File: config.mk
export PLATFORM = sky130hd
export DESIGN_NAME = smi_status_top
export DESIGN_NICKNAME = d
export VERILOG_FILES = /design/src/include/smi_pkg.sv /design/src/include/smi_flag_if.sv /design/src/core/smi_flag_bank.sv /design/src/core/smi_burst_ptr.sv /design/src/core/smi_status_top.sv
export SDC_FILE = /design/constraint.sdc
export NUM_CORES = 1
export LEC_CHECK = 0
export ABC_AREA = 1
export BUFFER_PORTS_ARGS = -buffer_cell sky130_fd_sc_hd__buf_2
export CAP_MARGIN = 40
export CORE_MARGIN = 3
export CORE_UTILIZATION = 40
export DETAILED_ROUTE_END_ITERATION = 8
export SYNTH_ARGS = -nofsm -noshare
export SYNTH_HDL_FRONTEND = slang
export SYNTH_HIERARCHICAL = 1
export SYNTH_SLANG_ARGS = --single-unit
File: constraint.sdc
create_clock -name clk_sys -period 3.65 [get_ports clk_sys]
set_input_delay 0.365 -clock clk_sys [delete_from_list [all_inputs] [get_ports clk_sys]]
set_output_delay 0.365 -clock clk_sys [all_outputs]
set_load 0.05 [all_outputs]
File: src/include/smi_pkg.sv
// Constants and types shared by the mode and interrupt source status block
`default_nettype none
package smi_pkg;
   // ----------------------------------------------------------------
   // Register offsets
   // ----------------------------------------------------------------
   localparam logic [7:0] OFS_FIFO_STATUS = 8'h00;
   localparam logic [7:0] OFS_ACC_FIRST = 8'h01;
   localparam logic [7:0] OFS_ACC_LAST = 8'h06;
   localparam logic [7:0] OFS_OP_STATE = 8'h0B;
   localparam logic [7:0] OFS_INT_ORIGIN = 8'h0C;
   localparam logic [7:0] OFS_ORIENT_STATUS = 8'h10;
   localparam logic [7:0] OFS_FFMT_SRC = 8'h16;
   localparam logic [7:0] OFS_TRANS_SRC = 8'h1E;
   localparam logic [7:0] OFS_PULSE_SRC = 8'h22;
   localparam logic [7:0] OFS_MAG_FIRST = 8'h33;
   localparam logic [7:0] OFS_MAG_LAST = 8'h38;
   localparam logic [7:0] OFS_MAG_INT_SRC = 8'h5E;
   // ----------------------------------------------------------------
   // Field positions and reset values
   // ----------------------------------------------------------------
   localparam int unsigned BIT_ASLP = 7;
   localparam int unsigned BIT_FIFO = 6;
   localparam int unsigned BIT_TRANS = 5;
   localparam int unsigned BIT_ORIENT = 4;
   localparam int unsigned BIT_PULSE = 3;
   localparam int unsigned BIT_FFMT = 2;
   localparam int unsigned BIT_AVECM = 1;
   localparam int unsigned BIT_DRDY = 0;
   localparam int unsigned AGE_W = 5;
   localparam logic [AGE_W-1:0] AGE_MAX = 5'h1F;
   localparam logic [7:0] RST_BYTE = 8'h00;
   localparam logic [7:0] INACT_RST = 8'h00;
   // ----------------------------------------------------------------
   // Mode codes and sensor selection
   // ----------------------------------------------------------------
   localparam logic [1:0] CODE_STANDBY = 2'h0;
   localparam logic [1:0] CODE_WAKE = 2'h1;
   localparam logic [1:0] CODE_SLEEP = 2'h2;
   localparam logic [1:0] SEL_ACC = 2'h0;
   localparam logic [1:0] SEL_MAG = 2'h1;
   localparam logic [1:0] SEL_HYB = 2'h3;
   typedef enum logic [1:0] {SMI_STANDBY, SMI_WAKE, SMI_SLEEP} smi_mode_e;
endpackage
`default_nettype wire

File: src/include/smi_flag_if.sv
// Set, clear and state vectors of the sticky flag bank
`default_nettype none
interface smi_flag_if #(parameter int W = 8);
   logic [W-1:0] set;
   logic [W-1:0] clr;
   logic [W-1:0] flags;
   modport bank(input set, input clr, output flags);
   modport ctrl(output set, output clr, input flags);
endinterface
`default_nettype wire

File: src/core/smi_flag_bank.sv
// Sticky flag bank in which a set beats a clear in the same cycle
`default_nettype none
module smi_flag_bank #(
   parameter int W = 8
) (
   input wire logic clk_sys,
   input wire logic sys_rst,
   smi_flag_if.bank f
);
   // ----------------------------------------------------------------
   // Flags
   // ----------------------------------------------------------------
   // Clear first, then set, so an event in the clearing cycle survives
   always_ff @(posedge clk_sys) begin
      if (sys_rst) begin
         f.flags <= '0;
      end else begin
         f.flags <= (f.flags & ~f.clr) | f.set;
      end
   end
endmodule
`default_nettype wire

File: src/core/smi_burst_ptr.sv
// Read address pointer with the hybrid sensor-data burst wrap
`default_nettype none
module smi_burst_ptr
   import smi_pkg::*;
(
   input wire logic clk_sys,
   input wire logic sys_rst,
   input wire logic rd_start,
   input wire logic rd_next,
   input wire logic [7:0] rd_addr,
   input wire logic hyb_burst,
   output logic [7:0] eff_addr,
   output logic fire
);
   // ----------------------------------------------------------------
   // Next address
   // ----------------------------------------------------------------
   function automatic logic [7:0] next_addr(input logic [7:0] a, input logic hyb);
      logic [7:0] n;
      n = a + 8'h01;
      if (hyb && a == OFS_ACC_LAST) begin
         n = OFS_MAG_FIRST;
      end else if (hyb && a == OFS_MAG_LAST) begin
         n = OFS_ACC_FIRST;
      end
      return n;
   endfunction

   logic [7:0] ptr;

   assign fire = rd_start | rd_next;
   assign eff_addr = rd_start ? rd_addr : ptr;

   // Twelve bytes: six of acceleration, then six of magnetic data
   always_ff @(posedge clk_sys) begin
      if (sys_rst) begin
         ptr <= RST_BYTE;
      end else if (fire) begin
         ptr <= next_addr(eff_addr, hyb_burst);
      end
   end
endmodule
`default_nettype wire

File: src/core/smi_status_top.sv
// Operating state status and interrupt origin flags of the motion sensor
// What this block does
// - Read-only state register: gate error bit 7, age [6:2], state [1:0], reset 0.
// - Gate error flag sets on a gate error, clears when the FIFO empties.
// - Age counts data-rate periods since gate error; zero while flag clear.
// - State field codes standby 00, wake 01, sleep 10; resets to standby.
// - Reading the state register clears the auto-sleep/wake flag.
// - Read-only interrupt origin register, eight flags, reset 0.
// - Reading the origin register clears only the vector-magnitude flag.
// - Vector-magnitude flag sets on its event, clears on origin register read.
// - FIFO flag sets on a sample push while overflow or watermark holds; FIFO status read clears it.
// - Transient flag follows event active and enable; its source read clears.
// - Orientation flag follows new orientation and enable; status read clears.
// - Pulse flag follows event active and enable; its source read clears.
// - Freefall/motion flag follows event active and enable; source read clears.
// - Auto-sleep/wake flag sets on wake-to-sleep or sleep-to-wake transitions.
// - Data-ready follows new data chosen by the sensor selection mode.
// - Data-ready clears on acceleration readout in accelerometer mode, or magnetic readout in magnetometer and hybrid modes.
// - Hybrid auto-increment burst returns twelve bytes starting at X high byte.
// - Magnetic interrupt flags live in their own register, not here.
// - After a FIFO status read, next pushed sample re-sets the FIFO flag while overflow or watermark holds.
`default_nettype none
module smi_status_top
   import smi_pkg::*;
(
   input wire logic clk_sys,
   input wire logic sys_rst,
   input wire logic rd_start,
   input wire logic rd_next,
   input wire logic [7:0] rd_addr,
   output logic [7:0] rd_data,
   output logic rd_valid,
   input wire logic active_en,
   input wire logic aslp_en,
   input wire logic [7:0] aslp_count,
   input wire logic wake_evt,
   input wire logic odr_tick,
   input wire logic fifo_gate_err,
   input wire logic fifo_empty,
   input wire logic fifo_push,
   input wire logic fifo_ovf,
   input wire logic fifo_wmrk,
   input wire logic trans_event_active,
   input wire logic trans_int_en,
   input wire logic orient_newlp,
   input wire logic orient_int_en,
   input wire logic pulse_event_active,
   input wire logic pulse_int_en,
   input wire logic ffmt_event_active,
   input wire logic ffmt_int_en,
   input wire logic avecm_evt,
   input wire logic acc_new,
   input wire logic mag_new,
   input wire logic [1:0] sensor_sel,
   input wire logic hyb_autoinc,
   output logic [7:0] operating_state_status,
   output logic [7:0] interrupt_origin_flags,
   output logic [1:0] sys_mode
);
   // ----------------------------------------------------------------
   // Helpers
   // ----------------------------------------------------------------
   function automatic logic [1:0] mode_code(input smi_mode_e m);
      logic [1:0] c;
      case (m)
         SMI_WAKE: begin
            c = CODE_WAKE;
         end
         SMI_SLEEP: begin
            c = CODE_SLEEP;
         end
         default: begin
            c = CODE_STANDBY;
         end
      endcase
      return c;
   endfunction

   function automatic logic hit(input logic f, input logic [7:0] a, input logic [7:0] o);
      return f && (a == o);
   endfunction

   // ----------------------------------------------------------------
   // Read access
   // ----------------------------------------------------------------
   logic [7:0] eff_addr;
   logic fire;
   logic hyb_burst;

   assign hyb_burst = hyb_autoinc && (sensor_sel == SEL_HYB);

   smi_burst_ptr u_ptr (
      .clk_sys(clk_sys),
      .sys_rst(sys_rst),
      .rd_start(rd_start),
      .rd_next(rd_next),
      .rd_addr(rd_addr),
      .hyb_burst(hyb_burst),
      .eff_addr(eff_addr),
      .fire(fire)
   );

   logic rd_op_state;
   logic rd_origin;
   logic rd_fifo_status;
   logic rd_trans_src;
   logic rd_orient_status;
   logic rd_pulse_src;
   logic rd_ffmt_src;
   logic rd_acc_done;
   logic rd_mag_done;

   assign rd_op_state = hit(fire, eff_addr, OFS_OP_STATE);
   assign rd_origin = hit(fire, eff_addr, OFS_INT_ORIGIN);
   assign rd_fifo_status = hit(fire, eff_addr, OFS_FIFO_STATUS);
   assign rd_trans_src = hit(fire, eff_addr, OFS_TRANS_SRC);
   assign rd_orient_status = hit(fire, eff_addr, OFS_ORIENT_STATUS);
   assign rd_pulse_src = hit(fire, eff_addr, OFS_PULSE_SRC);
   assign rd_ffmt_src = hit(fire, eff_addr, OFS_FFMT_SRC);
   // Readout counts as done once the last byte of its group is read
   assign rd_acc_done = hit(fire, eff_addr, OFS_ACC_LAST);
   assign rd_mag_done = hit(fire, eff_addr, OFS_MAG_LAST);

   // ----------------------------------------------------------------
   // Operating state machine
   // ----------------------------------------------------------------
   smi_mode_e mode;
   smi_mode_e next_mode;
   logic [7:0] inact_cnt;
   logic to_sleep;
   logic to_wake;

   // Inactivity is measured in data-rate periods while awake
   assign to_sleep = (mode == SMI_WAKE) && aslp_en && odr_tick && !wake_evt
                     && (inact_cnt >= aslp_count);
   assign to_wake = (mode == SMI_SLEEP) && wake_evt;

   always_comb begin
      next_mode = mode;
      case (mode)
         SMI_STANDBY: begin
            if (active_en) begin
               next_mode = SMI_WAKE;
            end
         end
         SMI_WAKE: begin
            if (!active_en) begin
               next_mode = SMI_STANDBY;
            end else if (to_sleep) begin
               next_mode = SMI_SLEEP;
            end
         end
         SMI_SLEEP: begin
            if (!active_en) begin
               next_mode = SMI_STANDBY;
            end else if (to_wake) begin
               next_mode = SMI_WAKE;
            end
         end
         default: begin
            next_mode = SMI_STANDBY;
         end
      endcase
   end

   always_ff @(posedge clk_sys) begin
      if (sys_rst) begin
         mode <= SMI_STANDBY;
      end else begin
         mode <= next_mode;
      end
   end

   // Saturates so a long quiet spell cannot wrap back below the limit
   always_ff @(posedge clk_sys) begin
      if (sys_rst) begin
         inact_cnt <= INACT_RST;
      end else if (mode != SMI_WAKE || wake_evt || !aslp_en) begin
         inact_cnt <= INACT_RST;
      end else if (odr_tick && inact_cnt != 8'hFF) begin
         inact_cnt <= inact_cnt + 8'h01;
      end
   end

   // ----------------------------------------------------------------
   // FIFO gate error and its age
   // ----------------------------------------------------------------
   logic gate_err;
   logic [AGE_W-1:0] gate_age;

   logic next_gate_err;

   // A new error in the emptying cycle is kept
   always_comb begin
      next_gate_err = gate_err;
      if (fifo_gate_err) begin
         next_gate_err = 1'b1;
      end else if (fifo_empty) begin
         next_gate_err = 1'b0;
      end
   end

   always_ff @(posedge clk_sys) begin
      if (sys_rst) begin
         gate_err <= 1'b0;
      end else begin
         gate_err <= next_gate_err;
      end
   end

   // Age holds at its top value rather than wrapping
   always_ff @(posedge clk_sys) begin
      if (sys_rst) begin
         gate_age <= '0;
      end else if (!gate_err || !next_gate_err) begin
         // Zeroed in the same edge as the flag, so no stale age is ever shown without it
         gate_age <= '0;
      end else if (odr_tick && gate_age != AGE_MAX) begin
         gate_age <= gate_age + 5'h01;
      end
   end

   // ----------------------------------------------------------------
   // Interrupt origin flags
   // ----------------------------------------------------------------
   smi_flag_if #(.W(8)) flag_bus ();

   smi_flag_bank #(.W(8)) u_flags (
      .clk_sys(clk_sys),
      .sys_rst(sys_rst),
      .f(flag_bus.bank)
   );

   logic drdy_set;
   logic drdy_clr;

   always_comb begin
      case (sensor_sel)
         SEL_ACC: begin
            drdy_set = acc_new;
            drdy_clr = rd_acc_done;
         end
         SEL_MAG: begin
            drdy_set = mag_new;
            drdy_clr = rd_mag_done;
         end
         SEL_HYB: begin
            drdy_set = acc_new | mag_new;
            drdy_clr = rd_mag_done;
         end
         default: begin
            drdy_set = 1'b0;
            drdy_clr = 1'b0;
         end
      endcase
   end

   // A read of the origin register itself clears only the vector flag
   always_comb begin
      flag_bus.set = '0;
      flag_bus.clr = '0;
      flag_bus.set[BIT_ASLP] = to_sleep | to_wake;
      flag_bus.clr[BIT_ASLP] = rd_op_state;
      flag_bus.set[BIT_FIFO] = fifo_push & (fifo_ovf | fifo_wmrk);
      flag_bus.clr[BIT_FIFO] = rd_fifo_status;
      flag_bus.set[BIT_TRANS] = trans_event_active & trans_int_en;
      flag_bus.clr[BIT_TRANS] = rd_trans_src;
      flag_bus.set[BIT_ORIENT] = orient_newlp & orient_int_en;
      flag_bus.clr[BIT_ORIENT] = rd_orient_status;
      flag_bus.set[BIT_PULSE] = pulse_event_active & pulse_int_en;
      flag_bus.clr[BIT_PULSE] = rd_pulse_src;
      flag_bus.set[BIT_FFMT] = ffmt_event_active & ffmt_int_en;
      flag_bus.clr[BIT_FFMT] = rd_ffmt_src;
      flag_bus.set[BIT_AVECM] = avecm_evt;
      flag_bus.clr[BIT_AVECM] = rd_origin;
      flag_bus.set[BIT_DRDY] = drdy_set;
      flag_bus.clr[BIT_DRDY] = drdy_clr;
   end

   // ----------------------------------------------------------------
   // Register images
   // ----------------------------------------------------------------
   logic [7:0] op_state_img;

   // Mode field built from the enum only, so code 11 cannot appear
   assign op_state_img = {gate_err, gate_age, mode_code(mode)};

   assign operating_state_status = op_state_img;
   assign interrupt_origin_flags = flag_bus.flags;
   assign sys_mode = mode_code(mode);

   // ----------------------------------------------------------------
   // Read data
   // ----------------------------------------------------------------
   // Data is the image before the read's own clearing takes effect.
   // Magnetic interrupt flags stay out of this block entirely, so their
   // register reads zero here and is merged by its owner.
   always_ff @(posedge clk_sys) begin
      if (sys_rst) begin
         rd_data <= RST_BYTE;
      end else if (fire) begin
         case (eff_addr)
            OFS_OP_STATE: begin
               rd_data <= op_state_img;
            end
            OFS_INT_ORIGIN: begin
               rd_data <= flag_bus.flags;
            end
            OFS_MAG_INT_SRC: begin
               rd_data <= RST_BYTE;
            end
            default: begin
               rd_data <= RST_BYTE;
            end
         endcase
      end
   end

   always_ff @(posedge clk_sys) begin
      if (sys_rst) begin
         rd_valid <= 1'b0;
      end else begin
         rd_valid <= fire;
      end
   end
endmodule
`default_nettype wire

==> results.json, run 1 <==
{
  "fp.dieH_um": 88.6,
  "grt_max_degree": 29,
  "path_max_fanout": 14,
  "antenna_left": 0,
  "final_area_um2": 3240,
  "dieArea_um2": 7860,
  "detail_route.first_pass.iterations": 4,
  "finalMaxSlewViolations": 0,
  "ir_drop_mv": 0.233,
  "yosysWarnings": 6,
  "cts_tree": "built",
  "netlist_instances": 406,
  "hold_class": "in -> reg",
  "synthDistinctLibCells": 37,
  "ys_seq_area_share_pct": 30.1,
  "p_leak_nw": 1.54,
  "rows": 29,
  "htree_levels": 2,
  "instances_no_fill": 553,
  "power_switching_mw": 0.316,
  "synth_top_family_by_area": "simple AND/OR/NAND/NOR gates",
  "worst_setup_path_end_kind": "flip-flop",
  "tns_ps": 0,
  "most-common-layout-cells": "nand2_1, buf_2, inv_1",
  "path_cells": "buf_2 -> inv_2 -> nand2_1 -> nand2_2 -> inv_1 -> ha_1 -> nand2_1 -> nor2_1 -> nand2_1 -> nor2_2 -> nor2_4 -> nand3_1 -> a21oi_1",
  "outcome": "finished, final reports clean",
  "postPlaceCellArea_um2": 3120,
  "cp_slowest_cell": "buf_2",
  "n_antenna_cell": 0,
  "overflow": 0,
  "synthMuxAreaShare_pct": 0,
  "pre_cts_ws_ps": 1630,
  "grt_pass1_vias": 2437,
  "clkLatencyLatePin_ps": 290,
  "clkTransAtPathRegs_ps": 80,
  "hpwlAfterDp_um": 4920,
  "netlist_top_cells_area": "dfxtp_1, nand2_1, inv_1",
  "critPathBufInv": 3,
  "synth_top_area_share_pct": 30.1,
  "hold_buffers": 0,
  "hold_violations": 0,
  "clock.fmax_ghz": 0.580,
  "power.density_nw_per_um2": 330,
  "sw_frac_of_total_pct": 29.5,
  "max_slew_margin_pct": 60.3,
  "reg2reg_depth": 9,
  "worstPathArrival_ps": 1880,
  "tightest_slew_ps": 596,
  "clockBufferDepth": 2,
  "cts_buffers": 5,
  "final-setup-viol-count": 0,
  "yosysTopAreaCell": "dfxtp_1",
  "crit_type": "in -> reg",
  "crit_family": "simple AND/OR/NAND/NOR gates",
  "fin_nets": 532,
  "synth.avg_cell_area_um2": 6.73,
  "pwr-share-seq_pct": 44.3,
  "intPower_mw": 0.754,
  "via_per_inst": 4.77,
  "dp_cells": 545,
  "cap_violations": 0,
  "grt_usage_pct": 16.8,
  "rr_startpoint": "gate_age[0]",
  "post_cts_buffers": 0,
  "p_clk_share_pct": 35.7,
  "min_path_cells": 3,
  "grt_pass1_wl_um": 10600,
  "wl_um": 6200,
  "pwr-share-comb_pct": 20.0,
  "grt_antenna_before_repair": 0,
  "wl_per_cell_um": 11.2,
  "port_buffers": 69,
  "layout-area-overhead-vs-synth_pct": 18.6,
  "min_period_over_period_pct": 47.2,
  "pin_count": 70,
  "vias": 2636,
  "layout_setup_ws_ps": 1930,
  "synth-xor-area-share_pct": 1.60,
  "min_delay_worst_endpoint": "u_flags/f.flags[1]",
  "cts_root_buffer": "clkbuf_8",
  "gp_congestion": 0.891,
  "cp-start-kind": "input pin",
  "final_common_cell": "nand2_1",
  "rrSetupSlack_ps": 2060,
  "syn_nets": 463,
  "synth-compound-area-share_pct": 13.6,
  "min_from": "avecm_evt",
  "drive_gt1_share_pct": 26.5,
  "core_area_um2": 6490,
  "required_ps": 3800,
  "syn_area_um2": 2730,
  "yosys.area_share.simple_pct": 36.4,
  "drt-initial-drc-count": 122,
  "r2r_end": "gate_age[3]",
  "post_cts_resized": 0,
  "max_stage_delay_ps": 280,
  "drc_errors": 0,
  "fin_skew_ps": 4.30,
  "clock_sinks": 41,
  "synth-adder-area-share_pct": 6.41,
  "rsz0062_at_grt": "false",
  "cp_common_cell": "nand2_1",
  "initial_utilization_pct": 42.1,
  "ys_ff_latch": 41,
  "period_needed_ps": 1720,
  "dieWidth_um": 88.6
}
state kept, by name, summed over array words and instances (netlist names):
name             flops
u_flags/f.flags      8
gate_err             1
inact_cnt            8
rd_valid             1
u_ptr/ptr            8
mode                 2
gate_age             5
rd_data              8
stage by stage:
step / power [mW] / utilization [%] / hold WS [ps]
2_1_floorplan: 0.640 / - / 434
4_1_cts: 1.08 / 49.9 / 304
3_3_place_gp: 0.698 / 48.0 / 472
6_report: 1.07 / 49.9 / 315
3_5_place_dp: 0.699 / 48.0 / 460
5_1_grt: 1.13 / 49.9 / 309
logic make-up (layout without fill, tap and decap cells):
| family | Yosys count | in the layout |
|---|---|---|
| AO/OA/AOI/OAI | 61 | 61 |
| adder cells (fa/ha/maj) | 14 | 14 |
| XOR/XNOR | 5 | 5 |
| AND/OR/NAND/NOR | 206 | 206 |
| buffers and inverters | 79 | 149 |
| flip-flops | 41 | 41 |
power groups by stage:
stage	Clock [mW]	Sequential (mW)	Combinational (mW)
after global routing	0.415	0.476	0.241
after floorplan	0	0.506	0.134
after CTS	0.395	0.475	0.215
after detailed placement	0	0.485	0.214
final	0.381	0.474	0.214
after global placement	0	0.486	0.212
worst max path at each step:
stage                     startpoint            to  cells past startpoint
final                       rd_start  u_ptr/ptr[2]                     13
after detailed placement    rd_start  u_ptr/ptr[2]                     13
after floorplan              mode[0]   sys_mode[0]                      3
after global placement      rd_start  u_ptr/ptr[3]                     13
after global routing        rd_start  u_ptr/ptr[4]                     12
after CTS                   rd_start  u_ptr/ptr[2]                     13
layout make-up:
class / instances / area (µm²)
fillers: 700 / 3260
multi-input cells: 286 / 1580
flip-flops and latches: 41 / 821
repair buffers: 69 / 345
inverters: 72 / 273
well taps: 77 / 96.3
clock buffers: 6 / 82.6
clock inverters: 2 / 37.5
layer usage:
metal	part of all wire (%)	track usage, %
met1	49	24.1
met2	45	25.6
met3	5.3	3.63
met4	0.61	4.12
met5	0	0
cells in the mapped netlist:
cell and count:
nand2_1 109, inv_1 65, dfxtp_1 41, nor2_1 31, a21oi_1 24, nand3_1 18
ha_1 14, nand2_2 12, a21oi_2 10, o21ai_0 9, a31oi_1 7, nor2_2 6
nor3_1 6, nand4_1 5, inv_2 4, nand2_4 4, nand3_2 4, nor2_4 4
o21ai_1 4, buf_4 3, xor2_1 3, buf_6 2, clkinv_1 2, nand3b_1 2
nor4_1 2, o211ai_1 2, o21a_1 2, xnor2_1 2, a41oi_1 1, buf_2 1
clkbuf_1 1, inv_4 1, nor2_8 1, nor3_2 1, nor3_4 1, o21ai_2 1
o21bai_1 1
worst register-to-register path: stages, from the launching register on:
cell,delay [ps]
dfxtp_1,360
ha_1,230
nand2_1,70
nor2_1,40
ha_1,180
nor2_2,230
inv_1,120
nor2_1,100
nor2_1,40
nor3_1,140
No activity file was read; power rests on OpenSTA's default activity.
==> run 2, diff against run 1 <==
- clock period: 3.65 -> 1.6 ns (I/O delays scaled with it)
==> results.json, run 2 (synthesis results as in run 1) <==
{
  "fin_skew_ps": 3.07,
  "pin_count": 70,
  "worstPathArrival_ps": 1680,
  "grt_max_degree": 15,
  "most-common-layout-cells": "nand2_1, buf_2, inv_1",
  "clock_sinks": 41,
  "power.density_nw_per_um2": 687,
  "tightest_slew_ps": 338,
  "outcome": "finished, final reports clean",
  "max_slew_margin_pct": 77.4,
  "core_area_um2": 6490,
  "tns_ps": 0,
  "cp-start-kind": "flip-flop",
  "gp_congestion": 0.898,
  "htree_levels": 2,
  "cap_violations": 0,
  "grt_antenna_before_repair": 0,
  "via_per_inst": 4.65,
  "wl_per_cell_um": 11.4,
  "critPathBufInv": 0,
  "required_ps": 1810,
  "final-setup-viol-count": 0,
  "dieWidth_um": 88.6,
  "grt_pass1_vias": 2492,
  "hold_buffers": 0,
  "drt-initial-drc-count": 76,
  "dieArea_um2": 7860,
  "detail_route.first_pass.iterations": 4,
  "vias": 2669,
  "fp.dieH_um": 88.6,
  "port_buffers": 69,
  "hpwlAfterDp_um": 5310,
  "cts_tree": "built",
  "fin_util_pct": 52.5,
  "wl_um": 6550,
  "crit_type": "reg -> reg",
  "path_cells": "nand2_1 -> nand2_4 -> nor2_2 -> nand3_1 -> nor3_4 -> nand2_1 -> a31oi_1",
  "grt_pass1_wl_um": 11100,
  "path_max_fanout": 8,
  "final_area_um2": 3410,
  "hold_class": "in -> reg",
  "initial_utilization_pct": 42.1,
  "p_leak_nw": 1.64,
  "rsz0062_at_grt": "false",
  "cp_common_cell": "nand2_1",
  "hold_violations": 0,
  "cts_buffers": 5,
  "finalMaxSlewViolations": 0,
  "fillers": 686,
  "antenna_left": 0,
  "worst_setup_path_end_kind": "flip-flop",
  "overflow": 0,
  "clkTransAtPathRegs_ps": 80,
  "clock.fmax_ghz": 0.684,
  "period_needed_ps": 1460,
  "clkLatencyLatePin_ps": 290,
  "postPlaceCellArea_um2": 3280,
  "fin_nets": 553,
  "clockBufferDepth": 2,
  "layout-area-overhead-vs-synth_pct": 24.8,
  "cts_root_buffer": "clkbuf_8",
  "crit_family": "simple AND/OR/NAND/NOR gates",
  "drive_gt1_share_pct": 31.6,
  "final_common_cell": "nand2_1",
  "rows": 29,
  "ir_drop_mv": 0.363,
  "grt_usage_pct": 17.5,
  "max_stage_delay_ps": 330,
  "cp_slowest_cell": "dfxtp_1",
  "min_period_over_period_pct": 91.4,
  "n_antenna_cell": 0,
  "drc_errors": 0
}
## run 2: layout make-up
cell class / count / area [µm²] / area share (%)
multi-input cells: 286 / 1620 / 47.4
flip-flops and latches: 41 / 826 / 24.2
repair buffers: 90 / 503 / 14.8
inverters: 72 / 273 / 8.00
well taps: 77 / 96.3 / 2.83
clock buffers: 6 / 82.6 / 2.42
clock inverters: 2 / 13.8 / 0.404
## run 2: path summary, 6_finish.rpt
path	startpoint	to	slack (ps)	depth (start not counted)
min reg2reg	u_ptr/ptr[7]	u_ptr/ptr[7]	470	2
max	u_ptr/ptr[0]	rd_data[3]	140	7
max reg2reg	u_ptr/ptr[0]	rd_data[3]	140	7
min	avecm_evt	u_flags/f.flags[1]	110	3
## run 2: metal layers
layer,vias to the layer above,GRT usage (%),part of all wire (%)
li1,1461,-,-
met1,1137,24.1,48
met2,65,28.4,46
met3,6,3.54,5.1
met4,0,3.57,0.87
met5,-,0,0
## run 2: metrics by stage
step           hold WS, ps  setup slack (ps)  power [mW]  cells
2_1_floorplan          229              36.8        1.46    406
3_3_place_gp           414              37.9        1.63    565
3_5_place_dp           418              13.6        1.64    565
4_1_cts                103              40.7        2.36    573
5_1_grt                114              3.23        2.48    574
6_report               110               137        2.34    574
## run 2: repair_timing
item,in CTS,in global routing
buffers inserted,0,1
setup endpoints to repair,0,8
gates resized for setup,0,9
## run 2: report_power, final
part / internal, mW / switching, mW / total, mW
Clock: 0.350 / 0.371 / 0.721
Sequential: 1.06 / 0.0266 / 1.08
Combinational: 0.192 / 0.346 / 0.538
Total: 1.60 / 0.744 / 2.34
## run 2: worst reg2reg max path, delay by kind of cell (launching register included)
kind	cells	cell delay [ps]
DFF	1	330
and+or+nand+nor	6	860
AOI/OAI and AO/OA	1	200
==> run 3, diff against run 2 <==
- clock period: 1.6 -> 1.4 ns (I/O delays scaled with it)
==> results.json, run 3 (synthesis results as in run 1) <==
{
  "r2r_end": "u_ptr/ptr[3]",
  "fin_nets": 577,
  "instances_no_fill": 598,
  "layout_setup_ws_ps": -5.68,
  "via_per_inst": 4.86,
  "fp.dieH_um": 88.6,
  "worstPathArrival_ps": 1650,
  "min_period_over_period_pct": 100,
  "max_slew_margin_pct": 83.4,
  "hpwlAfterDp_um": 5670,
  "rrSetupSlack_ps": -6,
  "path_cells": "nand2_2 -> nand2_4 -> inv_2 -> ha_1 -> nand2_1 -> nor2_1 -> nand2_1 -> nor2_2 -> nor2_4 -> nand3_2 -> a21oi_1",
  "grt_pass1_vias": 2792,
  "cts_tree": "built",
  "postPlaceCellArea_um2": 3440,
  "finalMaxSlewViolations": 0,
  "multi_input_area_um2": 1840,
  "rsz0062_at_grt": "true",
  "cap_violations": 0,
  "dieArea_um2": 7860,
  "hold_violations": 0,
  "clockBufferDepth": 2,
  "port_buffers": 69,
  "core_area_um2": 6490,
  "power.density_nw_per_um2": 762,
  "cts_buffers": 5,
  "cp_slowest_cell": "dfxtp_2",
  "pin_count": 70,
  "initial_utilization_pct": 42.1,
  "vias": 2908,
  "hold_class": "in -> reg",
  "tns_ps": -7.95,
  "rows": 29,
  "min_from": "avecm_evt",
  "dieWidth_um": 88.6,
  "clock.fmax_ghz": 0.711,
  "cts_root_buffer": "clkbuf_8",
  "final_common_cell": "nand2_1",
  "violations": "negative setup slack",
  "ir_drop_mv": 0.556,
  "final-setup-viol-count": 2,
  "grt_pass1_wl_um": 11900,
  "grt_max_degree": 16,
  "clkLatencyLatePin_ps": 300,
  "worst_setup_path_end_kind": "flip-flop",
  "min_delay_worst_endpoint": "u_flags/f.flags[1]",
  "detail_route.first_pass.iterations": 4,
  "fillers": 630,
  "tightest_slew_ps": 249,
  "startpoint": "u_ptr/ptr[0]",
  "wl_um": 7560,
  "most-common-layout-cells": "nand2_1, buf_2, inv_1",
  "dp_cells": 583,
  "p_leak_nw": 1.81,
  "reg2reg_depth": 11,
  "drc_errors": 0,
  "final_area_um2": 3880,
  "htree_levels": 2,
  "grt_antenna_before_repair": 0,
  "clock_sinks": 41,
  "overflow": 0,
  "max_stage_delay_ps": 350,
  "outcome": "finished, violations left",
  "seq_area_um2": 841,
  "clkTransAtPathRegs_ps": 90,
  "drt-initial-drc-count": 136,
  "layout-area-overhead-vs-synth_pct": 42.1,
  "n_antenna_cell": 0,
  "period_needed_ps": 1410,
  "min_path_cells": 3,
  "cp-start-kind": "flip-flop",
  "rr_startpoint": "u_ptr/ptr[0]",
  "grt_usage_pct": 19.2,
  "wl_per_cell_um": 12.6,
  "crit_type": "reg -> reg",
  "path_max_fanout": 5,
  "drive_gt1_share_pct": 45.3,
  "antenna_left": 0,
  "gp_congestion": 0.931,
  "cp_common_cell": "nand2_1",
  "fin_skew_ps": 10.6,
  "whs_ps": 91.5,
  "required_ps": 1640
}
==> run 3: final cells by class <==
| type | count | area share, % |
|---|---|---|
| Inverter | 72 | 7.25 |
| Timing Repair Buffer | 114 | 18.2 |
| Multi-Input combinational cell | 286 | 47.5 |
| Sequential cell | 41 | 21.7 |
| Tap cell | 77 | 2.48 |
| Clock buffer | 6 | 1.87 |
| Clock inverter | 2 | 0.999 |
==> run 3: layer usage <==
layer	track usage (%)	vias to the layer above	routed length, µm
li1	-	1507	-
met1	24.8	1320	3430
met2	32.8	70	3660
met3	3.54	11	384
met4	5.36	0	85
met5	0	-	0
==> run 3: how the worst max path moves through the flow <==
stage                               to  cells past startpoint
CTS                       u_ptr/ptr[3]                     11
detailed placement          rd_data[2]                      9
finish                    u_ptr/ptr[3]                     11
global route              u_ptr/ptr[3]                     11
global placement            rd_data[3]                      9
floorplan           u_flags/f.flags[7]                      6
==> run 3: report_power, final <==
part	internal, mW	leakage, nW	switching (mW)
registers	1.20	0.340	0.0339
logic	0.288	1.42	0.456
clock network	0.536	0.0554	0.439
==> run 3: metrics by stage <==
| stage | util [%] | setup slack, ps | power (mW) |
|---|---|---|---|
| after CTS | 55.5 | -9.20 | 2.90 |
| final | 59.8 | -5.68 | 2.96 |
| after global placement | 53.0 | -94.7 | 1.91 |
| after detailed placement | 53.0 | -165 | 1.92 |
| after floorplan | - | -6.58 | 1.67 |
| after global routing | 59.8 | -114 | 3.10 |
==> run 3: timing repair <==
action / in CTS / in global routing
gates resized for setup: 12 / 67
hold buffers: 0 / 0
pin swaps: 6 / 29
setup buffers: 3 / 4
gates cloned: 0 / 0
endpoints found under the setup margin: 15 / 36
==> run 3: worst max-delay path: cells and delay by family, from the launching register on <==
kind	cells	cell delay [ps]
compound gates	1	110
fa+ha+maj	1	190
buf+inv	1	50
flops	1	350
simple gates	8	670
